==> config.mk <==
export PLATFORM = sky130hd
export DESIGN_NAME = btc_exec
export DESIGN_NICKNAME = d
export VERILOG_FILES = /design/src/rtl/btc_pkg.sv /design/src/rtl/btc_alu_if.sv /design/src/rtl/btc_exec.sv /design/src/rtl/btc_alu.sv
export VERILOG_INCLUDE_DIRS = /design/src /design/src/rtl
export SDC_FILE = /design/constraint.sdc
export NUM_CORES = 1
export LEC_CHECK = 0
export BUFFER_PORTS_ARGS = -buffer_cell sky130_fd_sc_hd__buf_2
export CAP_MARGIN = 20
export CORE_MARGIN = 2
export CORE_UTILIZATION = 40
export DETAILED_ROUTE_END_ITERATION = 16
export PLACE_DENSITY = 0.72
export SLEW_MARGIN = 15
export SYNTH_ARGS = -nofsm -noshare
export SYNTH_HDL_FRONTEND = slang
export SYNTH_SLANG_ARGS = --single-unit
==> constraint.sdc <==
create_clock -name sys_clk -period 5 [get_ports sys_clk]
set_clock_uncertainty 0.05 [all_clocks]
set_input_delay 0.25 -clock sys_clk [delete_from_list [all_inputs] [get_ports sys_clk]]
set_output_delay 0.25 -clock sys_clk [all_outputs]
set_load 0.1 [all_outputs]
==> src/rtl/btc_regs.svh <==
// Constants for the bit-test / compare execution slice.
// Assumes inclusion by the package, the design modules and the bench.
// Functional notes
// - Skip-if-clear tests a 4-bit-selected bit of a file or work register and skips when it is zero, taking 1 cycle or 2/3 when skipping, no flags.
// - Skip-if-set tests the selected bit and skips when it is one, 1 cycle or 2/3 when skipping, no flags.
// - Bit test to carry copies the selected work-register bit, chosen by literal or register, into carry in one cycle.
// - Bit test to zero sets zero from the selected bit (Z = inverted bit), only zero changes, one cycle.
// - Test-then-set records the bit into carry or zero (zero only for file form), then writes the bit to one, one cycle.
// - Compare subtracts second from first without storing and updates C, DC, N, OV, Z in one cycle.
// - Compare also takes an unsigned 5-bit literal subtrahend, with the same flags.
// - Compare with borrow evaluates a - b - !C and updates C, DC, N, OV, Z without storing.
// - Compare to zero compares a register with 0x0000 and updates C, DC, N, OV, Z.
// - Compare-skip-equal skips when the two work registers are equal, no flags.
// - Compare-skip-greater skips when the first (signed) exceeds the second, no flags.
// - Compare-skip-less skips when the first (signed) is below the second, no flags.
// - Compare-skip-not-equal skips when the two differ, no flags.
// - Decimal adjust corrects a work register after packed-BCD add and changes only carry.
// - Interrupt hold blocks interrupts for a 14-bit literal count of following cycles, no flags.
`ifndef BTC_REGS_SVH
`define BTC_REGS_SVH
`define BTC_DW        16
`define BTC_SR_C      0
`define BTC_SR_Z      1
`define BTC_SR_OV     2
`define BTC_SR_N      3
`define BTC_SR_DC     8
`define BTC_DC_BIT    8
`define BTC_ZERO      16'h0000
`define BTC_HOLD_W    14
`define BTC_SHORT_LITERAL_W    5
`define BTC_SKIP1_CYC 2'h2
`define BTC_SKIP2_CYC 2'h3
`endif

==> src/rtl/btc_pkg.sv <==
// Types for the bit-test / compare execution slice.
// Assumes btc_regs.svh is on the include path.
`include "btc_regs.svh"
package btc_pkg;
    typedef enum logic [3:0] {
        BTC_OP_NONE     = 4'h0,
        BTC_OP_TSC      = 4'h1,  // bit_test_skip_clear
        BTC_OP_TSS      = 4'h2,  // bit_test_skip_set
        BTC_OP_TST      = 4'h3,  // bit_test_to_flag
        BTC_OP_TSTS     = 4'h4,  // bit_test_then_set
        BTC_OP_CMP      = 4'h5,  // compare_op
        BTC_OP_CMP0     = 4'h6,  // compare_zero_op
        BTC_OP_CMPB     = 4'h7,  // compare_borrow_op
        BTC_OP_SEQ      = 4'h8,  // compare_skip_equal
        BTC_OP_SGT      = 4'h9,  // compare_skip_greater
        BTC_OP_SLT      = 4'ha,  // compare_skip_less
        BTC_OP_SNE      = 4'hb,  // compare_skip_not_equal
        BTC_OP_DAW      = 4'hc,  // decimal_adjust_op
        BTC_OP_HOLD     = 4'hd   // interrupt_hold_op
    } btc_op_t;
    typedef enum logic [2:0] {
        BTC_ST_RUN   = 3'b001,
        BTC_ST_SKIP1 = 3'b010,
        BTC_ST_SKIP2 = 3'b100
    } btc_state_t;
endpackage

==> src/rtl/btc_alu_if.sv <==
// Carrier between the execution unit and its compare/adjust datapath.
// Assumes both ends run on sys_clk.
`timescale 1ns/100ps
`default_nettype none
interface btc_alu_if;
    logic [15:0] opa;
    logic [15:0] opb;
    logic        cin;
    logic        decimal_adjust_op;
    logic [15:0] res;
    logic        c;
    logic        dc;
    logic        n;
    logic        ov;
    logic        z;
    modport exec (output opa, opb, cin, decimal_adjust_op, input res, c, dc, n, ov, z);
    modport alu  (input opa, opb, cin, decimal_adjust_op, output res, c, dc, n, ov, z);
endinterface
`default_nettype wire

==> src/rtl/btc_exec.sv <==
// Execution unit for bit-test, compare, skip, decimal adjust, int hold.
// Assumes decode presents one operation per cycle with op_valid, operands
// already read, and that fetch reports the size of the next instruction.
`timescale 1ns/100ps
`default_nettype none
`include "btc_regs.svh"
module btc_exec
    import btc_pkg::*;
(
    input  wire logic        sys_clk,
    input  wire logic        rst_n,
    input  wire logic        op_valid,
    input  var  btc_op_t     op_code,
    input  wire logic [15:0] op_a,
    input  wire logic [15:0] op_b,
    input  wire logic        lit_sel,
    input  wire logic [4:0]  short_literal,
    input  wire logic [3:0]  bit_select_literal,
    input  wire logic        bit_from_reg,
    input  wire logic        flag_to_carry,
    input  wire logic        file_form,
    input  wire logic [13:0] cycle_count_literal,
    input  wire logic        next_two_word,
    input  wire logic [15:0] status_in,
    output logic             busy,
    output logic             skip_active,
    output logic [15:0]      status_out,
    output logic             status_we,
    output logic [15:0]      result,
    output logic             result_we,
    output logic             int_block
);
    btc_alu_if alu_bus ();
    btc_alu btc_alu_i (.bus(alu_bus));

    btc_state_t  state_r;
    logic [3:0]  bsel;
    logic        tbit;
    logic        take;
    logic [15:0] opb_eff;
    logic        go;
    logic [13:0] hold_r;
    logic        c_in;

    assign go   = op_valid && state_r == BTC_ST_RUN;
    assign c_in = status_in[`BTC_SR_C];
    assign bsel = bit_from_reg ? op_b[3:0] : bit_select_literal;
    assign tbit = op_a[bsel];

    // Second operand: literal, zero or register
    always_comb begin
        opb_eff = op_b;
        if (op_code == BTC_OP_CMP0) begin
            opb_eff = `BTC_ZERO;
        end else if (lit_sel) begin
            opb_eff = {11'h000, short_literal};
        end
    end
    assign alu_bus.opa = op_a;
    assign alu_bus.opb = opb_eff;
    // Plain compare forces carry-in so no borrow applies
    assign alu_bus.cin = (op_code == BTC_OP_CMPB || op_code == BTC_OP_DAW)
                       ? c_in : 1'b1;
    assign alu_bus.decimal_adjust_op = (op_code == BTC_OP_DAW);

    // Skip decision; greater/less are signed comparisons
    always_comb begin
        unique case (op_code)
            BTC_OP_TSC: take = !tbit;
            BTC_OP_TSS: take = tbit;
            BTC_OP_SEQ: take = (op_a == op_b);
            BTC_OP_SGT: take = ($signed(op_a) > $signed(op_b));
            BTC_OP_SLT: take = ($signed(op_a) < $signed(op_b));
            BTC_OP_SNE: take = (op_a != op_b);
            default:    take = 1'b0;
        endcase
    end

    // Skip sequencer: discarded words occupy extra cycles
    always_ff @(posedge sys_clk) begin
        if (!rst_n) begin
            state_r <= BTC_ST_RUN;
        end else begin
            unique case (state_r)
                BTC_ST_RUN: begin
                    if (go && take) begin
                        state_r <= next_two_word ? BTC_ST_SKIP2
                                                 : BTC_ST_SKIP1;
                    end
                end
                BTC_ST_SKIP2: state_r <= BTC_ST_SKIP1;
                BTC_ST_SKIP1: state_r <= BTC_ST_RUN;
                default:      state_r <= BTC_ST_RUN;
            endcase
        end
    end

    always_ff @(posedge sys_clk) begin
        if (!rst_n) begin
            busy        <= 1'b0;
            skip_active <= 1'b0;
        end else begin
            busy        <= (go && take) || state_r == BTC_ST_SKIP2;
            skip_active <= (go && take) || state_r == BTC_ST_SKIP2;
        end
    end

    // Status update; only the flags each operation owns are touched
    always_ff @(posedge sys_clk) begin
        if (!rst_n) begin
            status_out <= 16'h0000;
            status_we  <= 1'b0;
        end else begin
            status_out <= status_in;
            status_we  <= 1'b0;
            if (go) begin
                unique case (op_code)
                    BTC_OP_TST, BTC_OP_TSTS: begin
                        status_we <= 1'b1;
                        if (flag_to_carry && !file_form) begin
                            status_out[`BTC_SR_C] <= tbit;
                        end else begin
                            status_out[`BTC_SR_Z] <= !tbit;
                        end
                    end
                    BTC_OP_CMP, BTC_OP_CMP0, BTC_OP_CMPB: begin
                        status_we <= 1'b1;
                        status_out[`BTC_SR_C]  <= alu_bus.c;
                        status_out[`BTC_SR_DC] <= alu_bus.dc;
                        status_out[`BTC_SR_N]  <= alu_bus.n;
                        status_out[`BTC_SR_OV] <= alu_bus.ov;
                        // Borrow form keeps Z sticky for multi-word chains
                        status_out[`BTC_SR_Z] <= (op_code == BTC_OP_CMPB)
                            ? (alu_bus.z & status_in[`BTC_SR_Z])
                            : alu_bus.z;
                    end
                    BTC_OP_DAW: begin
                        status_we <= 1'b1;
                        status_out[`BTC_SR_C] <= alu_bus.c;
                    end
                    default: status_we <= 1'b0;
                endcase
            end
        end
    end

    // Register write-back: set-after-test and decimal adjust only
    always_ff @(posedge sys_clk) begin
        if (!rst_n) begin
            result    <= 16'h0000;
            result_we <= 1'b0;
        end else begin
            result    <= op_a;
            result_we <= 1'b0;
            if (go && op_code == BTC_OP_TSTS) begin
                result    <= op_a | (16'h0001 << bsel);
                result_we <= 1'b1;
            end else if (go && op_code == BTC_OP_DAW) begin
                result    <= alu_bus.res;
                result_we <= 1'b1;
            end
        end
    end

    // Interrupt hold counter, decremented once per cycle
    always_ff @(posedge sys_clk) begin
        if (!rst_n) begin
            hold_r    <= 14'h0000;
            int_block <= 1'b0;
        end else if (go && op_code == BTC_OP_HOLD) begin
            hold_r    <= cycle_count_literal;
            int_block <= (cycle_count_literal != 14'h0000);
        end else begin
            if (hold_r != 14'h0000) begin
                hold_r <= hold_r - 14'h0001;
            end
            int_block <= (hold_r > 14'h0001);
        end
    end
endmodule
`default_nettype wire

==> src/rtl/btc_alu.sv <==
// Combinational subtract-with-carry and decimal-adjust datapath.
// Assumes operands are held stable by the execution unit for one cycle.
`timescale 1ns/100ps
`default_nettype none
`include "btc_regs.svh"
module btc_alu
    import btc_pkg::*;
(
    btc_alu_if.alu bus
);
    logic [16:0] diff;
    logic [8:0]  lo;
    logic [15:0] adj;
    logic        adj_c;
    // Subtract as a + ~b + cin so borrow maps onto carry
    assign diff = {1'b0, bus.opa} + {1'b0, ~bus.opb} + {16'h0000, bus.cin};
    // Digit carry is the carry out of the low byte on word operands
    assign lo = {1'b0, bus.opa[7:0]} + {1'b0, ~bus.opb[7:0]}
              + {8'h00, bus.cin};
    // Byte-wide BCD adjust; carry can only be set, never cleared
    always_comb begin
        adj   = bus.opa;
        adj_c = bus.cin;
        if (adj[3:0] > 4'h9) begin
            adj[7:0] = adj[7:0] + 8'h06;
        end
        if (adj[7:4] > 4'h9 || bus.cin) begin
            {adj_c, adj[7:4]} = {1'b0, adj[7:4]} + 5'h06;
            adj_c = adj_c | bus.cin;
        end
    end
    assign bus.res = bus.decimal_adjust_op ? adj : diff[15:0];
    assign bus.c   = bus.decimal_adjust_op ? adj_c : diff[16];
    assign bus.dc  = lo[`BTC_DC_BIT];
    assign bus.n   = diff[15];
    assign bus.ov  = (bus.opa[15] ^ bus.opb[15]) & (bus.opa[15] ^ diff[15]);
    assign bus.z   = (diff[15:0] == `BTC_ZERO);
endmodule
`default_nettype wire

==> results.ini, run 1 <==
[routing]
dr_total_vias = 4461
wirelength_mm = 12.42
drt_iter0_markers = 304
drc = 0
via_per_inst = 5.590
ant_nets = 0
first_pass_iters = 4
drt-wirelength-per-cell_um = 15.57

[synth]
syn-num-nets = 674
synth_ff_type = dfxtp_1
yosysWarnings = 0
synth-seq-cells = 53
synth_cells = 553
synth-edff-count = 0
netlist_area_mm2 = 0.004198
ys_async_sr_fraction_pct = 0
ys_seq_area_share_pct = 25.28
avgSynthCellArea_um2 = 7.591
ys_types = 68

[finish]
nNetsFinal = 782
drive_gt1_share_pct = 22.36
n_antenna_cell = 0
n_fill_cell = 1063
area_growth_pct = 18.60

[sta]
worst_pin_slew_ns = 0.9334
fin_tns_setup_ns = 0
maxSlewViolCount = 0
hold_violations = 0
finalCritPeriodShare_pct = 76.26
min_period_ns = 3.813
fmax_mhz = 262.2
hold_ws_ns = 0.08839
setup_viol = 0
slew_headroom_pct = 37.71
rsz0062_at_grt = false

[worst_setup_path]
crit_path_end_kind = register
critPathKind = in2reg
startpoint_type = input port
critical_path_peak_fanout = 13
arrival_ns = 3.97
required_ns = 5.16

[global_route]
grt.met2_usage_pct = 38.42
globalRouteMet1Util_pct = 27.18
track_usage_pct = 21.93
grt_pass1_vias = 4334
grt_max_degree = 31
grt-ovfl-total = 0
grt_util_met3_pct = 2.575
antenna_found_initial = 0
grt_busiest_layer = met2
grt_pass1_wl_mm = 20.30

[die]
io_pins = 120
num_rows = 37
start_util_pct = 40.84
fp.dieH_um = 106.4
core_area_mm2 = 0.01028
dieArea_mm2 = 0.01133
fp.dieW_um = 106.4

[cts]
cts_setup_buffers = 0
cts_hold_buf = 0
clock_sinks = 53
htreeDepth = 2
cts_made_buffers = 5
root_buffer = clkbuf_8
cts_tree = done
cts.clk_slew.worst_paths_ns = 0.10
clockBufferDepth = 2
clk_latency_ns = 0.31
cts_resized = 0

[power_and_ir_drop]
seqPwrFrac_pct = 33.5
intPower_mw = 0.8856
p_sw_mw = 0.7146
p_leak_nw = 2.288
comb_power_share_pct = 51.0
vdd_drop_max_mv = 0.2381
p_per_area_mw_per_mm2 = 321.4
p_sw_share_pct = 44.66
clkPwrFrac_pct = 15.5

[job]
maxCapViolations = 0

[placed_design]
hpwl_mm = 10.05
gp_congestion = 0.9884
portBuffers = 119

[worst_hold_path]
hp-class = in2reg

[status]
status = finished clean

==> per-stage QoR <==
step / cell area (µm²) / setup WS, ns / util (%) / std cells / total power, mW
floorplan: 4198 / 1.811 / - / 553 / 1.169
global placement: 4885 / 1.123 / 47.53 / 790 / 1.333
detailed placement: 4885 / 0.9208 / 47.53 / 790 / 1.350
CTS: 4979 / 1.220 / 48.44 / 798 / 1.601
global route: 4979 / 0.8341 / 48.44 / 798 / 1.731
finish: 4979 / 1.187 / 48.44 / 798 / 1.600
==> final cells by class <==
class / instances / area [µm²] / area share [%]
clock buffer: 5 / 68.82 / 1.382
clock inverter: 3 / 25.02 / 0.5026
multi-input combinational: 453 / 2945 / 59.16
sequential: 53 / 1061 / 21.31
tap: 136 / 170.2 / 3.418
inverter: 28 / 105.1 / 2.111
timing repair buffer: 120 / 603.1 / 12.11
==> power groups by stage <==
| stage | Combinational, mW | Clock, mW | Sequential [mW] |
|---|---|---|---|
| after detailed placement | 0.806 | 0 | 0.544 |
| after CTS | 0.811 | 0.255 | 0.535 |
| final | 0.816 | 0.248 | 0.536 |
| after global placement | 0.792 | 0 | 0.541 |
| after global routing | 0.907 | 0.276 | 0.548 |
| after floorplan | 0.500 | 0 | 0.669 |
==> kinds of logic after synthesis <==
family                   synth area share (%)
flip-flops                              25.28
adder cells (fa/ha/maj)                 11.68
XOR/XNOR                                3.964
AND/OR/NAND/NOR                         29.99
AO/OA/AOI/OAI                           21.55
multiplexers                            2.981
buffers and inverters                   4.560
==> placed cells by master, fill, tap and decap left out, types with 5 or more instances in the layout <==
master      n
nor4_1      8
nor2_1     67
inv_1      28
buf_2     119
dfxtp_1    53
clkbuf_8    5
nand2b_1   11
o21ai_0    27
and2_1     15
a31oi_1     5
o31ai_1     5
nand3_1    19
mux2i_1     5
o211ai_1    7
nor3_1     20
a211oi_1    6
xnor2_1    11
nor2b_1    10
nand4_1     6
a21oi_1    38
ha_1       36
nand2_1    62
o21a_1      6
or4_1       5
xor2_1      8
nor3b_1     5
==> per-layer routing <==
metal	vias up	wire [µm]
met5	-	0
met2	193	5807
met4	0	415
li1	2195	-
met1	2043	5357
met3	30	844
==> state kept, by name (all words and copies together), names as in the netlist <==
name	cells
result	16
status_out	16
hold_r	14
state_r	3
int_block	1
result_we	1
skip_active	1
status_we	1
==> path summary, 6_finish.rpt <==
| kind | from | end | slack, ns | cells after the start |
|---|---|---|---|---|
| max reg2reg | state_r[2] | status_out[1] | 2.66 | 7 |
| min reg2reg | state_r[2] | state_r[1] | 0.47 | 2 |
| min | status_in[14] | status_out[14] | 0.09 | 2 |
| max | op_code[3] | status_out[1] | 1.19 | 14 |
==> critical path: stages <==
cell and delay (ns):
buf_2 0.20, nand2b_1 0.27, or3_1 0.26, nor2b_1 0.67, nand2_1 0.13, ha_1 0.38, a21oi_1 0.28, nand3_1 0.11
o21ai_0 0.29, nor3_1 0.10, nor3_1 0.31, a21oi_1 0.18, xor2_1 0.18, o41ai_1 0.35
==> cell usage after synthesis, types with 3 or more instances <==
master | instances | area [µm²]
a211oi_1 | 6 | 45.04
a21boi_0 | 3 | 22.52
a21o_1 | 4 | 30.03
a21oi_1 | 38 | 190.2
a31oi_1 | 5 | 31.28
and2_1 | 15 | 93.84
buf_2 | 3 | 15.01
clkbuf_1 | 14 | 52.55
dfxtp_1 | 53 | 1061
ha_1 | 36 | 450.4
inv_1 | 28 | 105.1
mux2_2 | 4 | 45.04
mux2i_1 | 5 | 50.05
nand2_1 | 62 | 232.7
nand2b_1 | 11 | 68.82
nand3_1 | 19 | 95.09
nand3b_1 | 4 | 30.03
nand4_1 | 6 | 37.54
nor2_1 | 67 | 251.5
nor2b_1 | 10 | 62.56
nor3_1 | 20 | 100.1
nor3b_1 | 5 | 37.54
nor4_1 | 8 | 50.05
o211a_1 | 3 | 30.03
o211ai_1 | 7 | 52.55
o21a_1 | 6 | 45.04
o21ai_0 | 27 | 135.1
o21bai_1 | 4 | 30.03
o22ai_1 | 4 | 25.02
o31ai_1 | 5 | 37.54
or2_2 | 4 | 25.02
or4_1 | 5 | 37.54
xnor2_1 | 11 | 96.34
xor2_1 | 8 | 70.07
Note: power is estimated with default switching activity, not from simulation.
==> run 2: changes to the inputs <==
--- a/config.mk
+++ b/config.mk
@@ -6,12 +6,13 @@
 export SDC_FILE = /design/constraint.sdc
 export NUM_CORES = 1
 export LEC_CHECK = 0
+export ABC_AREA = 1
 export BUFFER_PORTS_ARGS = -buffer_cell sky130_fd_sc_hd__buf_2
 export CAP_MARGIN = 20
 export CORE_MARGIN = 2
 export CORE_UTILIZATION = 40
 export DETAILED_ROUTE_END_ITERATION = 16
-export PLACE_DENSITY = 0.72
+export PLACE_DENSITY = 0.74
 export SLEW_MARGIN = 15
 export SYNTH_ARGS = -nofsm -noshare
 export SYNTH_HDL_FRONTEND = slang
==> constraint.sdc (replaced) <==
create_clock -name sys_clk -period 3.1 [get_ports sys_clk]
set_clock_uncertainty 0.05 [all_clocks]
set_input_delay 0.155 -clock sys_clk [delete_from_list [all_inputs] [get_ports sys_clk]]
set_output_delay 0.155 -clock sys_clk [all_outputs]
set_load 0.1 [all_outputs]
==> run 2 against run 1 <==
Sequential cell count is the same. Clock power grew 56%. Die area grew 4.1%. Worst setup slack lost 0.52 ns. Area after synthesis grew 4.3%. Hold slack lost 0.052 ns. Register-to-register slack lost 1.5 ns. Sequential share of layout area shrank 1.3 points. Combinational power grew 59%. Clock-buffer cell count grew 1. Global-route usage shrank 0.82 points. Non-clock buffer count grew 12.
==> results.ini, run 2 <==
[power_and_ir_drop]
comb_power_share_pct = 51.3
p_leak_nw = 2.952
clkPwrFrac_pct = 15.3
p_sw_mw = 1.155
intPower_mw = 1.373
p_per_area_mw_per_mm2 = 477.4
vdd_drop_max_mv = 0.4295
seqPwrFrac_pct = 33.4
p_sw_share_pct = 45.68

[finish]
area_growth_pct = 20.98
nNetsFinal = 959
mostFrequentLayoutCell = nand2_1
drive_gt1_share_pct = 18.59
final_cell_mix = nand2_1, buf_2, inv_1, nor2_1, a21oi_1
fin_area_mm2 = 0.005295
reg_top3 = result (16), status_out (16), hold_r (14)

[synth]
synth_cells = 711
synth-edff-count = 0
yosysWarnings = 0
synth_commonest_cells = nand2_1, inv_1, nor2_1
yosys-top-cells-area = dfxtp_1, nand2_1, ha_1
yosysMostFrequentCell = nand2_1
synth_ff_type = dfxtp_1
synth_top_cell_by_area = dfxtp_1
synth-seq-cells = 53
avgSynthCellArea_um2 = 6.156
netlist_area_mm2 = 0.004377
syn-num-nets = 832
ys_async_sr_fraction_pct = 0
ys_seq_area_share_pct = 24.24
ys_types = 41
synth_top_area_share_pct = 24.24

[global_route]
grt_max_degree = 35
antenna_found_initial = 1
track_usage_pct = 21.11
grt-ovfl-total = 0
grt_pass1_wl_mm = 20.00
grt_pass1_vias = 4517

[sta]
slew_headroom_pct = 45.48
finalCritPeriodShare_pct = 78.56
setup_viol = 0
rsz0062_at_grt = false
fin_tns_setup_ns = 0
fmax_mhz = 410.6
maxSlewViolCount = 0
worst_pin_slew_ns = 0.8133
hold_violations = 0
min_period_ns = 2.435

[worst_setup_path]
required_ns = 3.30
arrival_ns = 2.63
r2r_slack_ns = 1.15
cpPeakStageDelay_ns = 0.48
critical_path_peak_fanout = 5
crit_buf_inv = 3
worstPathCellList = buf_2 > nand2_1 > nor2_4 > o21ai_0 > fa_1 > inv_1 > fa_1 > inv_1 > nor2_1 > nand4_1 > a21oi_1 > nand3_1 > nor2_1 > nand3_1 > nor2_1 > nand3_1 > a21oi_1
rr_worst_depth = 8
slowest_stage = fa_1
crit_path_end_kind = register
startpoint_type = input port
r2r_start = state_r[2]
r2r-end = hold_r[0]
crit_family = simple AND/OR/NAND/NOR gates
critPathKind = in2reg

[die]
io_pins = 120
fp.dieW_um = 108.6
core_area_mm2 = 0.01075
num_rows = 38
start_util_pct = 40.73
fp.dieH_um = 108.6
dieArea_mm2 = 0.01179

[routing]
ant_nets = 0
via_per_inst = 4.855
dr_total_vias = 4758
drt_iter0_markers = 244
wirelength_mm = 12.20
drt-wirelength-per-cell_um = 12.44
first_pass_iters = 4
drc = 0

[placed_design]
hpwl_mm = 10.12
portBuffers = 119
placed_area_mm2 = 0.005096
gp_congestion = 0.9241

[status]
status = finished clean

[cts]
cts_made_buffers = 5
clockBufferDepth = 2
cts.clk_slew.worst_paths_ns = 0.10
root_buffer = clkbuf_8
clk_latency_ns = 0.31
htreeDepth = 2
cts_resized = 0
cts_tree = done
clock_sinks = 53

[worst_hold_path]
hp-start = status_in[2]
hold_depth = 3
hp-class = in2reg
whs_endpoint = status_out[2]

[job]
maxCapViolations = 0

run 2: changes by cell type in the layout (fill, tap and decap cells not counted), moves of 6 or more:
cell | before | now
dlygate4sd3_1 | 0 | 11
a21oi_1 | 38 | 62
nand2_1 | 62 | 200
o211ai_1 | 7 | 0
nand2_2 | 0 | 6
inv_1 | 28 | 115
nand2b_1 | 11 | 0
a211oi_1 | 6 | 0
xnor2_1 | 11 | 5
nor2b_1 | 10 | 0
inv_2 | 0 | 6
and2_1 | 15 | 0
nand3_1 | 19 | 47
nor3_1 | 20 | 8
run 2: logic make-up after synthesis:
kind of cell    after synthesis  share of synthesized area (%)
simple gates                359                          35.42
fa+ha+maj                    38                          11.21
flops                        53                          24.24
compound gates              108                          13.41
xor+xnor                     18                          3.602
buf+inv                     135                          12.12
run 2: cell type report:
class                   count  area, µm²
repair buffers            132      720.7
flip-flops and latches     53       1061
well taps                 140      175.2
clock buffers               6      72.57
clock inverters             2      13.76
fillers                  1108       5450
inverters                 123      464.2
multi-input cells         523       2785
diodes                      1      2.502
run 2: worst reg2reg max path, cell delays in order (launching register included):
cell     delay (ns)
dfxtp_1        0.36
nor3_4         0.26
nand2_2        0.17
nor3_2         0.34
inv_1          0.08
nand2_1        0.09
inv_1          0.19
a22oi_1        0.21
a21oi_1        0.09
run 2: worst max-delay path by stage:
stage	start	endpoint	slack (ns)	cells past startpoint
3_3_place_gp	op_code[2]	status_out[1]	0.34	17
2_1_floorplan	op_code[1]	status_out[1]	0.79	19
5_1_grt	op_code[1]	status_out[1]	0.38	20
3_5_place_dp	op_code[2]	status_out[1]	0.30	17
4_1_cts	op_code[2]	status_out[1]	0.63	17
6_report	op_code[2]	status_out[1]	0.66	17
run 2: repair_timing:
action,CTS,global route
hold endpoints to repair,11,0
hold buffers,11,0
buffers inserted,0,0
run 2: power by group through the flow:
stage | logic, mW | clock network, mW | registers [mW]
6_report | 1.30 | 0.386 | 0.845
4_1_cts | 1.30 | 0.399 | 0.845
3_3_place_gp | 1.28 | 0 | 0.859
3_5_place_dp | 1.28 | 0 | 0.860
5_1_grt | 1.47 | 0.429 | 0.857
2_1_floorplan | 0.792 | 0 | 1.09
run 2: metal layers:
| layer | vias up | track usage [%] | wire length [µm] |
|---|---|---|---|
| li1 | 2516 | - | - |
| met1 | 2078 | 26.32 | 5356 |
| met2 | 135 | 36.12 | 5733 |
| met3 | 29 | 2.954 | 736 |
| met4 | 0 | 9.249 | 369 |
| met5 | - | 0 | 0 |
run 2: per-stage QoR:
stage          cells  utilization [%]  setup WS (ns)  hold slack [ns]  total power, mW
2_1_floorplan    711                -         0.7860           0.2026            1.880
3_3_place_gp     960            47.43         0.3369           0.2855            2.134
3_5_place_dp     960            47.43         0.2951           0.2901            2.141
4_1_cts          979            49.25         0.6258          0.02861            2.540
5_1_grt          979            49.25         0.3778          0.02987            2.754
6_report         980            49.28         0.6647          0.03593            2.528
==> run 3: changes to the inputs <==
--- a/config.mk
+++ b/config.mk
@@ -6,13 +6,13 @@
 export SDC_FILE = /design/constraint.sdc
 export NUM_CORES = 1
 export LEC_CHECK = 0
-export ABC_AREA = 1
+export ABC_AREA = 0
 export BUFFER_PORTS_ARGS = -buffer_cell sky130_fd_sc_hd__buf_2
 export CAP_MARGIN = 20
 export CORE_MARGIN = 2
 export CORE_UTILIZATION = 40
 export DETAILED_ROUTE_END_ITERATION = 16
-export PLACE_DENSITY = 0.74
+export PLACE_DENSITY = 0.75
 export SLEW_MARGIN = 15
 export SYNTH_ARGS = -nofsm -noshare
 export SYNTH_HDL_FRONTEND = slang
==> constraint.sdc (replaced) <==
create_clock -name sys_clk -period 2.19 [get_ports sys_clk]
set_clock_uncertainty 0.05 [all_clocks]
set_input_delay 0.1095 -clock sys_clk [delete_from_list [all_inputs] [get_ports sys_clk]]
set_output_delay 0.1095 -clock sys_clk [all_outputs]
set_load 0.1 [all_outputs]
==> run 3 against run 2 <==
The run now ends with negative setup slack left. Register-to-register slack lost 1.2 ns. Clock-buffer cell count shrank 1. Via count grew 4.1%. Highest routed layer unchanged. Combinational power grew 79%. Cell count shrank 5.5%. Sequential power grew 46%. Cell area grew 20%. Wire length grew 18%. Largest power group unchanged. Critical path depth shrank 3. Power grew 71%. Clock power grew 97%. First-iteration DRC count shrank 9.0%.
==> results.ini, run 3 (same netlist as run 1, synthesis figures left out) <==
[global_route]
track_usage_pct = 24.57
globalRouteMet1Util_pct = 29.42
grt_pass1_vias = 4905
grt_busiest_layer = met2
grt_max_degree = 31
grt.met2_usage_pct = 44.00
grt-ovfl-total = 0
antenna_found_initial = 0
grt_pass1_wl_mm = 22.65
grt_util_met3_pct = 3.863

[cts]
cts_tree = done
htreeDepth = 2
root_buffer = clkbuf_8
clk_latency_ns = 0.30
cts.clk_slew.worst_paths_ns = 0.09
clockBufferDepth = 2
cts_made_buffers = 5
clock_sinks = 53

[finish]
n_fill_cell = 919
mostFrequentLayoutCell = buf_2
regArea_mm2 = 0.001061
area_growth_pct = 51.33
reg_top3 = result (16), status_out (16), hold_r (14)
multi_input_area_mm2 = 0.003247
fin_area_mm2 = 0.006352
n_antenna_cell = 0
final_cell_mix = buf_2, buf_4, nor2_1, nand2_1, dfxtp_1
nNetsFinal = 910
drive_gt1_share_pct = 39.24

[job]
maxCapViolations = 0

[die]
start_util_pct = 40.84
fp.dieH_um = 106.4
dieArea_mm2 = 0.01133
num_rows = 37
fp.dieW_um = 106.4
core_area_mm2 = 0.01028
io_pins = 120

[sta]
setup_slack_ns = -0.5364
finalCritPeriodShare_pct = 124.5
fmax_mhz = 366.8
worst_pin_slew_ns = 0.9502
setup_viol = 5
maxSlewViolCount = 0
min_period_ns = 2.726
fin_tns_setup_ns = -1.544
hold_violations = 0
slew_headroom_pct = 36.58
rsz0062_at_grt = true

[worst_setup_path]
arrival_ns = 2.89
startpoint_type = input port
required_ns = 2.35
critical_path_peak_fanout = 4
crit_path_end_kind = register
critPathKind = in2reg

[placed_design]
placed_area_mm2 = 0.005793
gp_congestion = 0.9727
hpwl_mm = 11.44
portBuffers = 119

[power_and_ir_drop]
p_per_area_mw_per_mm2 = 679.4
p_leak_nw = 2.999
power.total_mw = 4.316
vdd_drop_max_mv = 0.6040

[routing]
dr_total_vias = 4955
drt_iter0_markers = 222
first_pass_iters = 5
drc = 0
via_per_inst = 5.351
drt-wirelength-per-cell_um = 15.58
ant_nets = 0
wirelength_mm = 14.43

[status]
violations = negative setup slack
status = complete, but fails checks

[worst_hold_path]
hp-class = in2reg

## run 3: changes by cell type in the layout (fill, tap and decap cells not counted), sizes merged, moves of 7 or more
cell and change:
and2 +17, o211ai +7, inv -95, nor2 -7, nor3 +8, buf +112, nand2b +11, a21oi -23
nand3 -31, nor3b +7, nor2b +10, nand2 -144
## run 3: repair_timing
| item | in CTS | in global routing |
|---|---|---|
| hold endpoints to repair | 16 | 0 |
| buffers inserted | 2 | 1 |
| resized for setup | 29 | 31 |
| hold buffers | 15 | 0 |
| setup endpoints to repair | 8 | 22 |
| pin swaps | 21 | 18 |
## run 3: per-stage QoR
stage | hold WS (ns) | worst slack (ns) | std cells | util [%]
finish | 0.01247 | -0.5364 | 926 | 61.81
global route | 0.002195 | -0.6284 | 926 | 61.81
CTS | 0.001476 | -0.6140 | 926 | 60.29
detailed placement | 0.2690 | -1.106 | 901 | 56.37
global placement | 0.2660 | -0.9834 | 901 | 56.37
floorplan | 0.1587 | -0.7711 | 553 | -
## run 3: per-layer routing
layer / routed length, µm / up-vias
met5: 0 / -
met1: 5778 / 2228
li1: - / 2443
met3: 1132 / 47
met2: 6997 / 237
met4: 523 / 0
## run 3: final cells by class
type / count / area share [%]
multi-input cells: 453 / 51.11
repair buffers: 248 / 25.74
flip-flops and latches: 53 / 16.70
well taps: 136 / 2.679
inverters: 28 / 1.655
clock buffers: 5 / 1.083
clock inverters: 3 / 1.024
## run 3: final timing paths
| path | start | to | slack (ns) | cells past startpoint |
|---|---|---|---|---|
| setup / recovery | op_code[3] | status_out[1] | -0.54 | 14 |
| hold / removal | status_in[2] | status_out[2] | 0.01 | 3 |
| setup reg to reg | state_r[2] | status_out[1] | -0.03 | 7 |
| hold reg to reg | state_r[2] | state_r[1] | 0.47 | 2 |
## run 3: worst max-delay path: stages
cell	delay [ns]
buf_8	0.10
nand2b_4	0.13
or3_4	0.34
nand2_2	0.08
fa_2	0.20
inv_2	0.05
fa_2	0.40
xnor2_2	0.16
a21oi_2	0.14
o211ai_1	0.12
or4_4	0.54
nor4_4	0.14
o2111ai_1	0.15
o41ai_2	0.22
## run 3: power breakdown
group / switching, mW / internal [mW] / leakage (nW)
Sequential: 0.118 / 1.11 / 0.439
Clock: 0.306 / 0.454 / 0.0681
Combinational: 1.35 / 0.975 / 2.49
Total: 1.77 / 2.54 / 3.00
